File: config.mk
export PLATFORM = sky130hd
export DESIGN_NAME = sal_audit_log
export DESIGN_NICKNAME = d
export VERILOG_FILES = /design/src/hw/sal_pkg.sv /design/src/hw/sal_audit_log.sv
export SDC_FILE = /design/constraint.sdc
export NUM_CORES = 1
export LEC_CHECK = 0
export ABC_AREA = 0
export BUFFER_PORTS_ARGS = -buffer_cell sky130_fd_sc_hd__buf_4
export CAP_MARGIN = 0
export CORE_MARGIN = 4
export CORE_UTILIZATION = 45
export DETAILED_ROUTE_END_ITERATION = 16
export PLACE_DENSITY = 0.84
export SLEW_MARGIN = 40
export SYNTH_ARGS = -nofsm -noshare
export SYNTH_HDL_FRONTEND = slang
export SYNTH_SLANG_ARGS = --single-unit
File: constraint.sdc
create_clock -name clk_sys -period 2.35 [get_ports clk_sys]
set_input_delay 0.235 -clock clk_sys [delete_from_list [all_inputs] [get_ports clk_sys]]
set_output_delay 0.235 -clock clk_sys [all_outputs]
set_load 0.02 [all_outputs]
File: src/hw/sal_pkg.sv
//////////////////////////////////////////////////////////////////////////////////////////////////
// Purpose: Shared types and constants of the security event audit logger
// Assumes: Non-volatile store is word addressed, one record per word
// Notes:   Critical slots are indexed directly by event category
//////////////////////////////////////////////////////////////////////////////////////////////////
package sal_pkg;

  localparam int SAL_DATE_W     = 16;
  localparam int SAL_TOD_W      = 17;
  localparam int SAL_SUBJ_W     = 8;
  localparam int SAL_ADDR_W     = 6;
  localparam int SAL_GEN_DEPTH  = 32;
  localparam int SAL_CRIT_SLOTS = 16;
  localparam int SAL_LIST_W     = 7;

  // Store map
  localparam logic [SAL_ADDR_W-1:0] SAL_CRIT_BASE = 6'h00;
  localparam logic [SAL_ADDR_W-1:0] SAL_GEN_BASE  = 6'h10;
  localparam logic [SAL_ADDR_W-1:0] SAL_PTR_ADDR  = 6'h30;

  // System subject code and list index after reset
  localparam logic [SAL_SUBJ_W-1:0] SAL_SUBJ_SYSTEM = 8'h00;
  localparam logic [SAL_LIST_W-1:0] SAL_LIST_RESET  = 7'h00;

  // Event category codes
  typedef enum logic [3:0] {
    SAL_EV_AUDIT_START  = 4'h0,
    SAL_EV_AUDIT_STOP   = 4'h1,
    SAL_EV_ADMIN_LOGON  = 4'h2,
    SAL_EV_ADMIN_LOGOFF = 4'h3,
    SAL_EV_PASSWORD     = 4'h4,
    SAL_EV_FACTORY_RST  = 4'h5,
    SAL_EV_FILTER_CFG   = 4'h6,
    SAL_EV_POWER_CYCLE  = 4'h7,
    SAL_EV_SELF_TEST    = 4'h8,
    SAL_EV_TAMPER       = 4'h9,
    SAL_EV_PERM_DISABLE = 4'hA
  } sal_cat_t;

  // Event as offered by the system
  typedef struct packed {
    sal_cat_t                cat;
    logic                    success;
    logic [SAL_SUBJ_W-1:0]   subject;
  } sal_event_t;

  // Stored record; used is zero in an erased word
  typedef struct packed {
    logic                    used;
    logic [SAL_DATE_W-1:0]   date;
    logic [SAL_TOD_W-1:0]    tod;
    logic [SAL_SUBJ_W-1:0]   subject;
    sal_cat_t                cat;
    logic                    success;
  } sal_rec_t;

  localparam int SAL_REC_W = $bits(sal_rec_t);

  function automatic logic sal_is_critical(input sal_cat_t cat);
    return (cat == SAL_EV_FACTORY_RST) || (cat == SAL_EV_SELF_TEST) ||
           (cat == SAL_EV_TAMPER) || (cat == SAL_EV_PERM_DISABLE) ||
           (cat == SAL_EV_PASSWORD);
  endfunction

endpackage

File: src/hw/sal_audit_log.sv
//////////////////////////////////////////////////////////////////////////////////////////////////
// Purpose: Security event audit logger with critical and general areas in non-volatile store
// Assumes: Date, time of day and events come from logic on clk_sys; shutdown_req is a pin
// Notes:   General ring depth must be a power of two
// Contract
// - Log audit start/stop, admin logon/logoff, filter config, password, factory restore, disable.
// - Audit runs only from power-up to shutdown; no separate enable control.
// - Every event is critical or general, stored in separate areas.
// - Each record holds date, time and subject identity at capture.
// - Each record holds an event category code and a success/failure code.
// - Categories cover logon/logoff, password, factory restore, filter, power cycle, self-test, tamper.
// - Critical events keep only the latest occurrence of each event.
// - General store holds at most thirty-two records.
// - When full, a new general record overwrites the oldest one.
// - Records live in non-volatile memory and survive power loss.
// - Records are returned only after admin logon and then a list command.
// - No erase or delete path; admin access is read only.
//////////////////////////////////////////////////////////////////////////////////////////////////
`timescale 1ns/10ps

module sal_audit_log
  import sal_pkg::*;
#(
  parameter int GEN_DEPTH = SAL_GEN_DEPTH
) (
  input  wire logic                  clk_sys,
  input  wire logic                  reset_n,
  input  wire logic                  ev_valid,
  input  wire sal_event_t            ev,
  output logic                       ev_ready,
  input  wire logic [SAL_DATE_W-1:0] date_now,
  input  wire logic [SAL_TOD_W-1:0]  tod_now,
  input  wire logic                  shutdown_req,
  input  wire logic                  admin_logon_ok,
  input  wire logic                  admin_logoff,
  input  wire logic                  list_cmd,
  output logic                       rec_valid,
  output sal_rec_t                   rec_data,
  output logic                       rec_last,
  input  wire logic                  rec_ready,
  output logic                       list_busy,
  output logic                       audit_running,
  output logic                       nvm_req,
  output logic                       nvm_we,
  output logic [SAL_ADDR_W-1:0]      nvm_addr,
  output sal_rec_t                   nvm_wdata,
  input  wire sal_rec_t              nvm_rdata,
  input  wire logic                  nvm_ack
);

  localparam int WPW = $clog2(GEN_DEPTH);

  typedef enum logic [2:0] {S_LOAD, S_IDLE, S_WRITE, S_PTR, S_LREAD, S_LOUT} sal_state_t;

  sal_state_t            state;
  sal_state_t            next_state;
  logic [WPW-1:0]        wp;
  logic                  full;
  logic [SAL_LIST_W-1:0] li;
  logic [SAL_LIST_W-1:0] next_li;
  logic                  next_req;
  logic                  next_we;
  logic [SAL_ADDR_W-1:0] next_addr;
  sal_rec_t              next_wdata;
  logic                  start_pend;
  logic                  stop_pend;
  logic                  stopped;
  logic                  session;
  logic                  list_pend;
  logic                  shut_meta;
  logic                  shut_sync;
  logic                  shut_prev;
  logic                  take_start;
  logic                  take_stop;
  logic                  take_ev;
  logic                  take_list;
  logic                  li_is_last;

  // date, time, subject, category and outcome
  function automatic sal_rec_t mk_rec(input sal_cat_t cat, input logic ok,
                                      input logic [SAL_SUBJ_W-1:0] subj);
    sal_rec_t r;
    r.used    = 1'b1;
    r.date    = date_now;
    r.tod     = tod_now;
    r.subject = subj;
    r.cat     = cat;
    r.success = ok;
    return r;
  endfunction

  // Store address of a list position: critical slots first, then general oldest first
  function automatic logic [SAL_ADDR_W-1:0] list_addr(input logic [SAL_LIST_W-1:0] idx);
    logic [WPW-1:0] g;
    g = WPW'(idx - SAL_LIST_W'(SAL_CRIT_SLOTS));
    if (idx < SAL_LIST_W'(SAL_CRIT_SLOTS)) begin
      return SAL_CRIT_BASE + SAL_ADDR_W'(idx);
    end
    return SAL_GEN_BASE + SAL_ADDR_W'(full ? WPW'(wp + g) : g);
  endfunction

  //////////////////////////////////////////////////////////////////////////////////////////////////
  // Arbitration of work taken in idle

  assign take_start = (state == S_IDLE) && start_pend;
  assign take_stop  = (state == S_IDLE) && !start_pend && stop_pend;
  assign take_ev    = (state == S_IDLE) && !start_pend && !stop_pend && !stopped && ev_valid;
  assign take_list  = (state == S_IDLE) && !start_pend && !stop_pend &&
                      !(ev_valid && !stopped) && list_pend;
  assign ev_ready   = (state == S_IDLE) && !start_pend && !stop_pend && !stopped;

  // list spans the critical slots plus at most GEN_DEPTH general ones
  assign li_is_last = (li == SAL_LIST_W'(SAL_CRIT_SLOTS - 1) +
                             (full ? SAL_LIST_W'(GEN_DEPTH) : SAL_LIST_W'(wp)));

  assign list_busy     = (state == S_LREAD) || (state == S_LOUT);
  assign audit_running = !stopped && (state != S_LOAD);

  //////////////////////////////////////////////////////////////////////////////////////////////////
  // Sequencer

  always_comb begin
    sal_rec_t r;
    r          = mk_rec(ev.cat, ev.success, ev.subject);
    next_state = state;
    next_req   = 1'b0;
    next_we    = nvm_we;
    next_addr  = nvm_addr;
    next_wdata = nvm_wdata;
    next_li    = li;
    unique case (state)
      S_LOAD: begin
        next_req  = !nvm_ack;
        next_we   = 1'b0;
        next_addr = SAL_PTR_ADDR;
        if (nvm_ack) begin
          next_state = S_IDLE;
        end
      end
      S_IDLE: begin
        if (take_start || take_stop || take_ev) begin
          // audit start and stop logged by the block
          if (take_start) begin
            r = mk_rec(SAL_EV_AUDIT_START, 1'b1, SAL_SUBJ_SYSTEM);
          end else if (take_stop) begin
            r = mk_rec(SAL_EV_AUDIT_STOP, 1'b1, SAL_SUBJ_SYSTEM);
          end
          // one fixed slot per critical category
          next_addr  = sal_is_critical(r.cat) ? SAL_CRIT_BASE + SAL_ADDR_W'(r.cat)
                                              : SAL_GEN_BASE + SAL_ADDR_W'(wp);
          next_wdata = r;
          next_we    = 1'b1;
          next_req   = 1'b1;
          next_state = S_WRITE;
        end else if (take_list) begin
          next_li    = SAL_LIST_RESET;
          next_addr  = list_addr(SAL_LIST_RESET);
          next_we    = 1'b0;
          next_req   = 1'b1;
          next_state = S_LREAD;
        end
      end
      S_WRITE: begin
        next_req = !nvm_ack;
        if (nvm_ack) begin
          if (sal_is_critical(nvm_wdata.cat)) begin
            next_state = S_IDLE;
          end else begin
            // advance past the slot just overwritten
            next_addr  = SAL_PTR_ADDR;
            next_wdata = sal_rec_t'({{(SAL_REC_W - WPW - 1){1'b0}},
                                     full | (wp == WPW'(GEN_DEPTH - 1)), WPW'(wp + 1'b1)});
            next_req   = 1'b1;
            next_state = S_PTR;
          end
        end
      end
      S_PTR: begin
        next_req = !nvm_ack;
        if (nvm_ack) begin
          next_we    = 1'b0;
          next_state = S_IDLE;
        end
      end
      S_LREAD, S_LOUT: begin
        next_req = (state == S_LREAD) && !nvm_ack;
        if ((state == S_LREAD && nvm_ack && nvm_rdata.used)) begin
          next_state = S_LOUT;
        end else if ((state == S_LREAD && nvm_ack) || (state == S_LOUT && rec_ready)) begin
          if (li_is_last) begin
            next_state = S_IDLE;
          end else begin
            next_li    = SAL_LIST_W'(li + 1'b1);
            next_addr  = list_addr(SAL_LIST_W'(li + 1'b1));
            next_req   = 1'b1;
            next_state = S_LREAD;
          end
        end
      end
    endcase
  end

  always_ff @(posedge clk_sys or negedge reset_n) begin
    if (!reset_n) begin
      state     <= S_LOAD;
      nvm_req   <= 1'b0;
      nvm_we    <= 1'b0;
      nvm_addr  <= SAL_PTR_ADDR;
      nvm_wdata <= '0;
      li        <= SAL_LIST_RESET;
    end else begin
      state     <= next_state;
      nvm_req   <= next_req;
      nvm_we    <= next_we;
      nvm_addr  <= next_addr;
      nvm_wdata <= next_wdata;
      li        <= next_li;
    end
  end

  //////////////////////////////////////////////////////////////////////////////////////////////////
  // General ring pointer

  // wrap and reload of the ring pointer
  always_ff @(posedge clk_sys or negedge reset_n) begin
    if (!reset_n) begin
      wp   <= '0;
      full <= 1'b0;
    end else if (state == S_LOAD && nvm_ack) begin
      {full, wp} <= nvm_rdata[WPW:0];
    end else if (state == S_PTR && nvm_ack) begin
      {full, wp} <= nvm_wdata[WPW:0];
    end
  end

  //////////////////////////////////////////////////////////////////////////////////////////////////
  // Power cycle tracking

  always_ff @(posedge clk_sys or negedge reset_n) begin
    if (!reset_n) begin
      shut_meta <= 1'b0;
      shut_sync <= 1'b0;
      shut_prev <= 1'b0;
    end else begin
      shut_meta <= shutdown_req;
      shut_sync <= shut_meta;
      shut_prev <= shut_sync;
    end
  end

  // audit start armed by reset, stop by shutdown
  always_ff @(posedge clk_sys or negedge reset_n) begin
    if (!reset_n) begin
      start_pend <= 1'b1;
      stop_pend  <= 1'b0;
      stopped    <= 1'b0;
    end else begin
      if (take_start) begin
        start_pend <= 1'b0;
      end
      if (shut_sync && !shut_prev && !stopped) begin
        stop_pend <= 1'b1;
      end else if (take_stop) begin
        stop_pend <= 1'b0;
      end
      if (take_stop) begin
        stopped <= 1'b1;
      end
    end
  end

  //////////////////////////////////////////////////////////////////////////////////////////////////
  // Administrator access

  // list honoured only inside a logged-on session
  always_ff @(posedge clk_sys or negedge reset_n) begin
    if (!reset_n) begin
      session   <= 1'b0;
      list_pend <= 1'b0;
    end else begin
      if (admin_logoff) begin
        session <= 1'b0;
      end else if (admin_logon_ok) begin
        session <= 1'b1;
      end
      if (list_cmd && session && !admin_logoff) begin
        list_pend <= 1'b1;
      end else if (take_list || !session) begin
        list_pend <= 1'b0;
      end
    end
  end

  // records presented one at a time
  always_ff @(posedge clk_sys or negedge reset_n) begin
    if (!reset_n) begin
      rec_valid <= 1'b0;
      rec_data  <= '0;
      rec_last  <= 1'b0;
    end else if (state == S_LREAD && nvm_ack && nvm_rdata.used) begin
      rec_valid <= 1'b1;
      rec_data  <= nvm_rdata;
      rec_last  <= li_is_last;
    end else if (state == S_LOUT && rec_ready) begin
      rec_valid <= 1'b0;
      rec_last  <= 1'b0;
    end
  end

endmodule // sal_audit_log

==> run summary, run 1 <==
STATUS
----------------------------------------------------------------------------------------
Status                                                                      finished, violations left
Violated checks                                                             setup timing

POWER AND IR DROP
----------------------------------------------------------------------------------------
Tot Pwr                                                                          13.8 mW
Peak supply drop                                                                0.867 mV
Cell-internal power                                                              8.51 mW
P_leak                                                                           4.22 nW
Sw Share                                                                           38.6%
Cell Pwr Density                                                             1590 mW/mm2
Combinational group share of total power                                           51.0%
Switching component of the power                                                 5.34 mW
Sequential Power Share                                                             28.8%
Clock share of power                                                               20.2%

SETUP PATH
----------------------------------------------------------------------------------------
Master of the slowest instance on the critical path                         sky130_fd_sc_hd__dfrtp_2
Gate family responsible for the most delay along the worst path              adder cells
Worst-path fanout max                                                                  5
Critical Path Sink Type                                                        flip-flop
Cells along the critical path                                               ha_4, inv_2, fa_2, nand2b_4, a21oi_4, mux2i_2, xor2_1, a221o_1, mux2_4
Arr. time, crit path                                                             2790 ps
Type of the worst setup path                                                flip-flop to flip-flop
Critical path data required time                                                 2690 ps
Count of buffering cells on the critical path with inverters included                  1
Biggest cell delay along the critical path                                        450 ps
CP Launch Type                                                                 flip-flop

STA
----------------------------------------------------------------------------------------
Post-route clock period utilization                                                 104%
Final hold vios                                                                        0
Worst-case clock skew                                                            5.58 ps
Post-route minimum period                                                        2440 ps
Worst rel slew slack                                                               62.6%
Transition time at the pin with the least slew margin                             555 ps
Highest Clock Rate                                                               409 MHz
Unrepaired setup endpoints after global routing                                     true
Max Slew Vio Count                                                                     0
Final-report setup violation count                                                     5
PnR worst setup slack                                                           -92.4 ps

DIE
----------------------------------------------------------------------------------------
Placeable core region                                                         0.0127 mm2
Starting Density                                                                   46.2%
Die H                                                                             122 um
Die area                                                                      0.0149 mm2
Std-Cell Rows                                                                         41
Die width                                                                         122 um
I/O Pins                                                                             209

SYNTHESIS
----------------------------------------------------------------------------------------
Post-Syn Area                                                                0.00586 mm2
Number of different library cells in the post-synthesis netlist                       61
Number of standard cells after synthesis                                             501
Post-synth EDFFs                                                                       0
Part of the Yosys area used for sequential elements                                54.8%
Yosys Warn Count                                                                       0
Per-instance average area after synthesis                                       11.7 um2
Most used flip-flop cell after synthesis                                    sky130_fd_sc_hd__dfrtp_1
Async S/R FF share, synth                                                           100%
Net Count, Synth                                                                     612
Flop and latch count out of synthesis                                                128

CELLS AND AREA
----------------------------------------------------------------------------------------
Leading cell type in the layout, fill and taps excluded                     sky130_fd_sc_hd__buf_4
Count of nets after finishing                                                        855
Area growth from synthesis to final layout                                         48.4%
Antenna diode instance count                                                           0
Ratio of cells with drive above 1 in the final layout                              48.5%
Final standard cell area without fillers                                     0.00869 mm2
Commonest cells after routing, fill and taps aside                          sky130_fd_sc_hd__buf_4, sky130_fd_sc_hd__dfrtp_1, sky130_fd_sc_hd__mux2_2, sky130_fd_sc_hd__a22o_1, sky130_fd_sc_hd__nand2_1

ROUTE
----------------------------------------------------------------------------------------
Number of DRC violations after detailed routing                                        0
Via-to-Cell Ratio                                                                   5.42
WL per Instance                                                                  18.5 um
Via count                                                                           5035
Antenna violation net count after detailed routing                                     0
Number of search-and-repair iterations in the first detailed-routing pass              4
Routed wire length                                                               17.1 mm
DRC violation total after the first TritonRoute iteration                            319

CLOCK TREE
----------------------------------------------------------------------------------------
Total CTS buffers                                                                     17
Buffer type at the clock tree root                                          sky130_fd_sc_hd__clkbuf_16
H-Tree Depth                                                                           4
# clock sinks                                                                        128
CTS tree                                                                           built
Reg clk slew, reported paths                                                       60 ps
Buffers from clock root to sink, at most                                               2
Insertion delay of the later-clocked pin in the worst-skew pair                   420 ps

PLACE
----------------------------------------------------------------------------------------
HPWL after DPL                                                                   12.8 mm
Number of buffers inserted by port buffering                                         208
Instance area at placement                                                   0.00793 mm2
Gpl congestion                                                                     0.991

GLOBAL ROUTING
----------------------------------------------------------------------------------------
Overall global routing resource usage                                              23.4%
Remaining Overflow, GRT                                                                0
Global-route wire length before repair                                           26.8 mm
Via count of the first global-routing pass                                          5261
Initial antenna violation count                                                        0
Largest net degree at the start of global routing                                     58

HOLD PATH
----------------------------------------------------------------------------------------
Hold WC Path Type                                                           input pin to flip-flop

RUN
----------------------------------------------------------------------------------------
Max-Cap Viols                                                                          0

-- final timing paths --
kind | startpoint | end | slack (ps) | cells past startpoint
max in group asynchronous | reset_n | rec_data[31]$_DFFE_PN0P_ | 1350 | 3
worst min-delay path | ev[7] | nvm_wdata[12]$_DFFE_PN0P_ | 40 | 2
worst max-delay path | li[0]$_DFFE_PN0P_ | nvm_addr[5]$_DFFE_PN1P_ | -90 | 9
worst max register to register | li[0]$_DFFE_PN0P_ | nvm_addr[5]$_DFFE_PN1P_ | -90 | 9
min in group asynchronous | reset_n | rec_valid$_DFFE_PN0P_ | 370 | 2
worst min register to register | shut_meta$_DFF_PN0_ | shut_sync$_DFF_PN0_ | 370 | 0
-- cell families (layout without fill, tap and decap cells) --
group | after synthesis | after routing | synth area share (%)
DFF | 128 | 128 | 54.8
xor gates and xnor gates | 19 | 19 | 2.84
AOI/OAI and AO/OA | 131 | 131 | 16.5
muxes | 56 | 56 | 10.9
and+or+nand+nor | 115 | 115 | 9.81
buffers and inverters | 43 | 299 | 3.16
adders and majority gates | 9 | 9 | 2.05
-- sequential cells by signal, indices dropped and copies added, names as in the netlist --
signal / flops
list_pend: 1
full: 1
stop_pend: 1
wp: 5
rec_valid: 1
li: 7
nvm_wdata: 47
rec_data: 47
shut_prev: 1
nvm_req: 1
shut_sync: 1
start_pend: 1
nvm_we: 1
shut_meta: 1
nvm_addr: 6
state: 3
session: 1
stopped: 1
rec_last: 1
-- cell usage after synthesis, drive strengths merged (2+ instances only) --
cell,n,area [um2]
a211oi,3,27.5
a21o,9,67.6
a21oi,19,95.1
a221oi,3,26.3
a22o,40,350
a311oi,2,17.5
a31oi,5,31.3
and2,3,18.8
and3,3,20.0
buf,7,50.1
clkbuf,22,82.6
dfrtp,125,3130
dfstp,3,78.8
ha,8,100
inv,14,52.6
mux2,50,578
mux2i,6,60.1
nand2,35,131
nand2b,9,56.3
nand3,11,55.1
nand4,2,12.5
nand4b,2,17.5
nor2,23,88.8
nor2b,3,18.8
nor3,11,55.1
nor3b,3,27.5
nor4,4,25.0
o211a,3,30.0
o211ai,4,30.0
o21ai,22,110
o22ai,4,25.0
o2bb2ai,2,17.5
o311ai,2,25.0
o41ai,3,26.3
or2,2,12.5
or3,2,12.5
xnor2,11,96.3
xor2,8,70.1
-- per-stage QoR --
stage / TNS, ps / setup WS, ps / util (%) / hold slack (ps) / instances
after floorplan: -28.1 / -28.1 / - / -60.6 / 501
after global placement: -29.7 / -29.7 / 62.6 / 339 / 893
after detailed placement: -333 / -117 / 62.6 / 341 / 893
after CTS: -246 / -107 / 68.1 / 17.4 / 929
after global routing: -643 / -160 / 68.6 / 17.1 / 929
final: -178 / -92.4 / 68.6 / 37.3 / 929
-- metal layers --
| metal | up-vias | share of wire [%] | GRT usage (%) | wire (um) |
|---|---|---|---|---|
| met5 | - | 0 | 0 | 0 |
| met4 | 0 | 1.8 | 6.79 | 301 |
| met3 | 27 | 7.9 | 7.99 | 1350 |
| met2 | 198 | 52 | 40.9 | 9000 |
| met1 | 2494 | 38 | 27.2 | 6490 |
| li1 | 2316 | - | - | - |
-- what timing repair did --
item / 4_1_cts / 5_1_grt
buffers inserted: 1 / 0
endpoints found under the hold margin: 54 / 0
resized for setup: 7 / 12
hold buffers: 3 / 0
pin swaps: 2 / 2
endpoints found under the setup margin: 5 / 11
-- cell type report --
class / count / area, um2
Tap cell: 172 / 215
Multi-Input combinational cell: 330 / 2610
Clock inverter: 13 / 185
Clock buffer: 19 / 443
Fill cell: 940 / 3980
Inverter: 14 / 52.6
Sequential cell: 128 / 3210
Timing Repair Buffer: 253 / 1980
-- power by group through the flow --
stage / sequential, mW / clock (mW) / combinational, mW
6_report: 3.99 / 2.79 / 7.07
5_1_grt: 4.11 / 2.94 / 7.55
4_1_cts: 3.97 / 2.84 / 6.98
3_5_place_dp: 3.96 / 0 / 6.87
3_3_place_gp: 3.91 / 0 / 6.64
2_1_floorplan: 4.89 / 0 / 3.13
(Power assumes the default switching activity.)
==> run 2, diff against run 1 <==
- CORE_ASPECT_RATIO: unset -> 1.75
- CTS_CLUSTER_DIAMETER: unset -> 40
==> run summary, run 2 (synthesized netlist as in run 1, its figures left out) <==
STATUS
----------------------------------------------------------------------------------------
Status                                                                      finished, violations left
Violated checks                                                             setup timing

ROUTE
----------------------------------------------------------------------------------------
Routed wire length                                                               18.6 mm
DRC violation total after the first TritonRoute iteration                            266
Number of DRC violations after detailed routing                                        0
Via-to-Cell Ratio                                                                   5.60
WL per Instance                                                                  19.9 um
Via count                                                                           5229
Number of search-and-repair iterations in the first detailed-routing pass              7
Antenna violation net count after detailed routing                                     0

DIE
----------------------------------------------------------------------------------------
I/O Pins                                                                             209
Std-Cell Rows                                                                         54
Starting Density                                                                   46.4%
Placeable core region                                                         0.0126 mm2
Die H                                                                             159 um
Die width                                                                        94.2 um
Die area                                                                      0.0150 mm2

CELLS AND AREA
----------------------------------------------------------------------------------------
Number of fill cells                                                                 914
Count of nets after finishing                                                        863
Registers with the most flip-flops                                          nvm_wdata: 47 flops, rec_data: 47 flops, li: 7 flops
Area growth from synthesis to final layout                                         49.7%
Final standard cell area without fillers                                     0.00877 mm2
Flip-flop and latch area                                                     0.00321 mm2
Antenna diode instance count                                                           0
Commonest cells after routing, fill and taps aside                          sky130_fd_sc_hd__buf_4, sky130_fd_sc_hd__dfrtp_1, sky130_fd_sc_hd__mux2_2, sky130_fd_sc_hd__a22o_1, sky130_fd_sc_hd__nand2_1
Ratio of cells with drive above 1 in the final layout                              49.3%
Leading cell type in the layout, fill and taps excluded                     sky130_fd_sc_hd__buf_4
Area occupied by multi-input gates                                           0.00265 mm2

PLACE
----------------------------------------------------------------------------------------
Gpl congestion                                                                     0.963
Number of buffers inserted by port buffering                                         208
HPWL after DPL                                                                   13.8 mm
DP Worst Slack                                                                   -149 ps
Instance area at placement                                                   0.00793 mm2

SETUP PATH
----------------------------------------------------------------------------------------
Worst Setup SP                                                              li[0]$_DFFE_PN0P_
Worst-path fanout max                                                                  5
R2R setup slack                                                                  -110 ps
Critical Path Sink Type                                                        flip-flop
Cells along the critical path                                               ha_4, inv_4, fa_2, nand2b_4, a21oi_2, mux2i_1, xor2_1, a221o_1, mux2_4
Biggest cell delay along the critical path                                        450 ps
Type of the worst setup path                                                flip-flop to flip-flop
Worst reg2reg path startpoint                                               li[0]$_DFFE_PN0P_
Timing endpoint of the critical path                                        nvm_addr[5]$_DFFE_PN1P_
CP Launch Type                                                                 flip-flop
Master of the slowest instance on the critical path                         sky130_fd_sc_hd__dfrtp_2
Reg2reg end                                                                 nvm_addr[5]$_DFFE_PN1P_
Critical path data required time                                                 2690 ps
Logic depth of the worst register-to-register path                                     9
Arr. time, crit path                                                             2800 ps

CLOCK TREE
----------------------------------------------------------------------------------------
Insertion delay of the later-clocked pin in the worst-skew pair                   420 ps
Total CTS buffers                                                                     17
Buffers from clock root to sink, at most                                               2
CTS tree                                                                           built
# clock sinks                                                                        128
Buffer type at the clock tree root                                          sky130_fd_sc_hd__clkbuf_16
Reg clk slew, reported paths                                                       60 ps
H-Tree Depth                                                                           4

POWER AND IR DROP
----------------------------------------------------------------------------------------
P_leak                                                                           4.26 nW
Peak supply drop                                                                0.835 mV
Cell Pwr Density                                                             1630 mW/mm2
Tot Pwr                                                                          14.3 mW

STA
----------------------------------------------------------------------------------------
Worst rel slew slack                                                               51.8%
Final hold vios                                                                        0
Post-route clock period utilization                                                 105%
Max Slew Vio Count                                                                     0
Total Negative Setup Slacks                                                      -231 ps
Post-route minimum period                                                        2460 ps
Final-report setup violation count                                                     5
Worst-case clock skew                                                            10.3 ps
Transition time at the pin with the least slew margin                             715 ps
PnR worst setup slack                                                            -113 ps
Unrepaired setup endpoints after global routing                                     true
Highest Clock Rate                                                               406 MHz

RUN
----------------------------------------------------------------------------------------
Max-Cap Viols                                                                          0

GLOBAL ROUTING
----------------------------------------------------------------------------------------
Via count of the first global-routing pass                                          5648
Global-route wire length before repair                                           28.9 mm
Remaining Overflow, GRT                                                                0
Initial antenna violation count                                                        0
Overall global routing resource usage                                              24.7%
Largest net degree at the start of global routing                                     67

HOLD PATH
----------------------------------------------------------------------------------------
Critical hold path startpoint                                                date_now[0]
Hold WC Path Type                                                           input pin to flip-flop

[run 2: changes by cell type in the layout (fill, tap and decap cells not counted), sizes merged]
cell | before | now
buf | 250 | 258
clkinv | 5 | 3
clkbuf | 19 | 20
clkinvlp | 2 | 3
[run 2: what timing repair did]
action                                  4_1_cts  5_1_grt
endpoints found under the setup margin        6       15
pin swaps                                     5        6
resized for setup                             9       16
endpoints found under the hold margin        30        0
buffers inserted                              4        2
hold buffers                                  3        0
[run 2: per-layer routing]
metal	global-route usage, %	share of wire, %	vias up
met5	0	0	-
li1	-	-	2337
met1	25.2	34	2577
met2	45.5	56	246
met3	5.54	5.9	69
met4	12.8	4.5	0
[run 2: critical path, delay by kind of cell, from the launching register on]
| family | cells | cell delay (ps) |
|---|---|---|
| adder cells (fa/ha/maj) | 2 | 640 |
| buffers and inverters | 1 | 40 |
| flip-flops | 1 | 450 |
| AO/OA/AOI/OAI | 2 | 480 |
| XOR/XNOR | 1 | 110 |
| multiplexers | 2 | 540 |
| AND/OR/NAND/NOR | 1 | 150 |
[run 2: worst min path at each step]
stage,depth (start not counted),slack [ps],end
2_1_floorplan,0,-60,full$_DFFE_PN0P_
3_3_place_gp,1,200,state[1]$_DFFE_PN0P_
3_5_place_dp,1,200,nvm_req$_DFF_PN0_
4_1_cts,2,30,nvm_wdata[28]$_DFFE_PN0P_
5_1_grt,2,40,nvm_wdata[9]$_DFFE_PN0P_
6_report,2,40,nvm_wdata[30]$_DFFE_PN0P_
[run 2: power breakdown]
group | leakage, nW | switching (mW) | total (mW) | internal [mW]
registers | 1.55 | 0.772 | 4.01 | 3.24
clock network | 0.297 | 0.995 | 2.81 | 1.81
logic | 2.42 | 3.83 | 7.44 | 3.62
[run 2: final cells by class]
| class | count | area share, % |
|---|---|---|
| Tap cell | 168 | 2.40 |
| Clock buffer | 20 | 5.09 |
| Sequential cell | 128 | 36.6 |
| Timing Repair Buffer | 261 | 22.9 |
| Clock inverter | 12 | 2.08 |
| Multi-Input combinational cell | 330 | 30.2 |
| Inverter | 14 | 0.628 |
[run 2: stage by stage]
step	instances	hold WS (ps)	util (%)
finish	933	44.4	69.4
global route	933	39.4	69.4
CTS	932	33.6	68.5
detailed placement	893	199	62.7
global placement	893	197	62.7
floorplan	501	-60.6	-
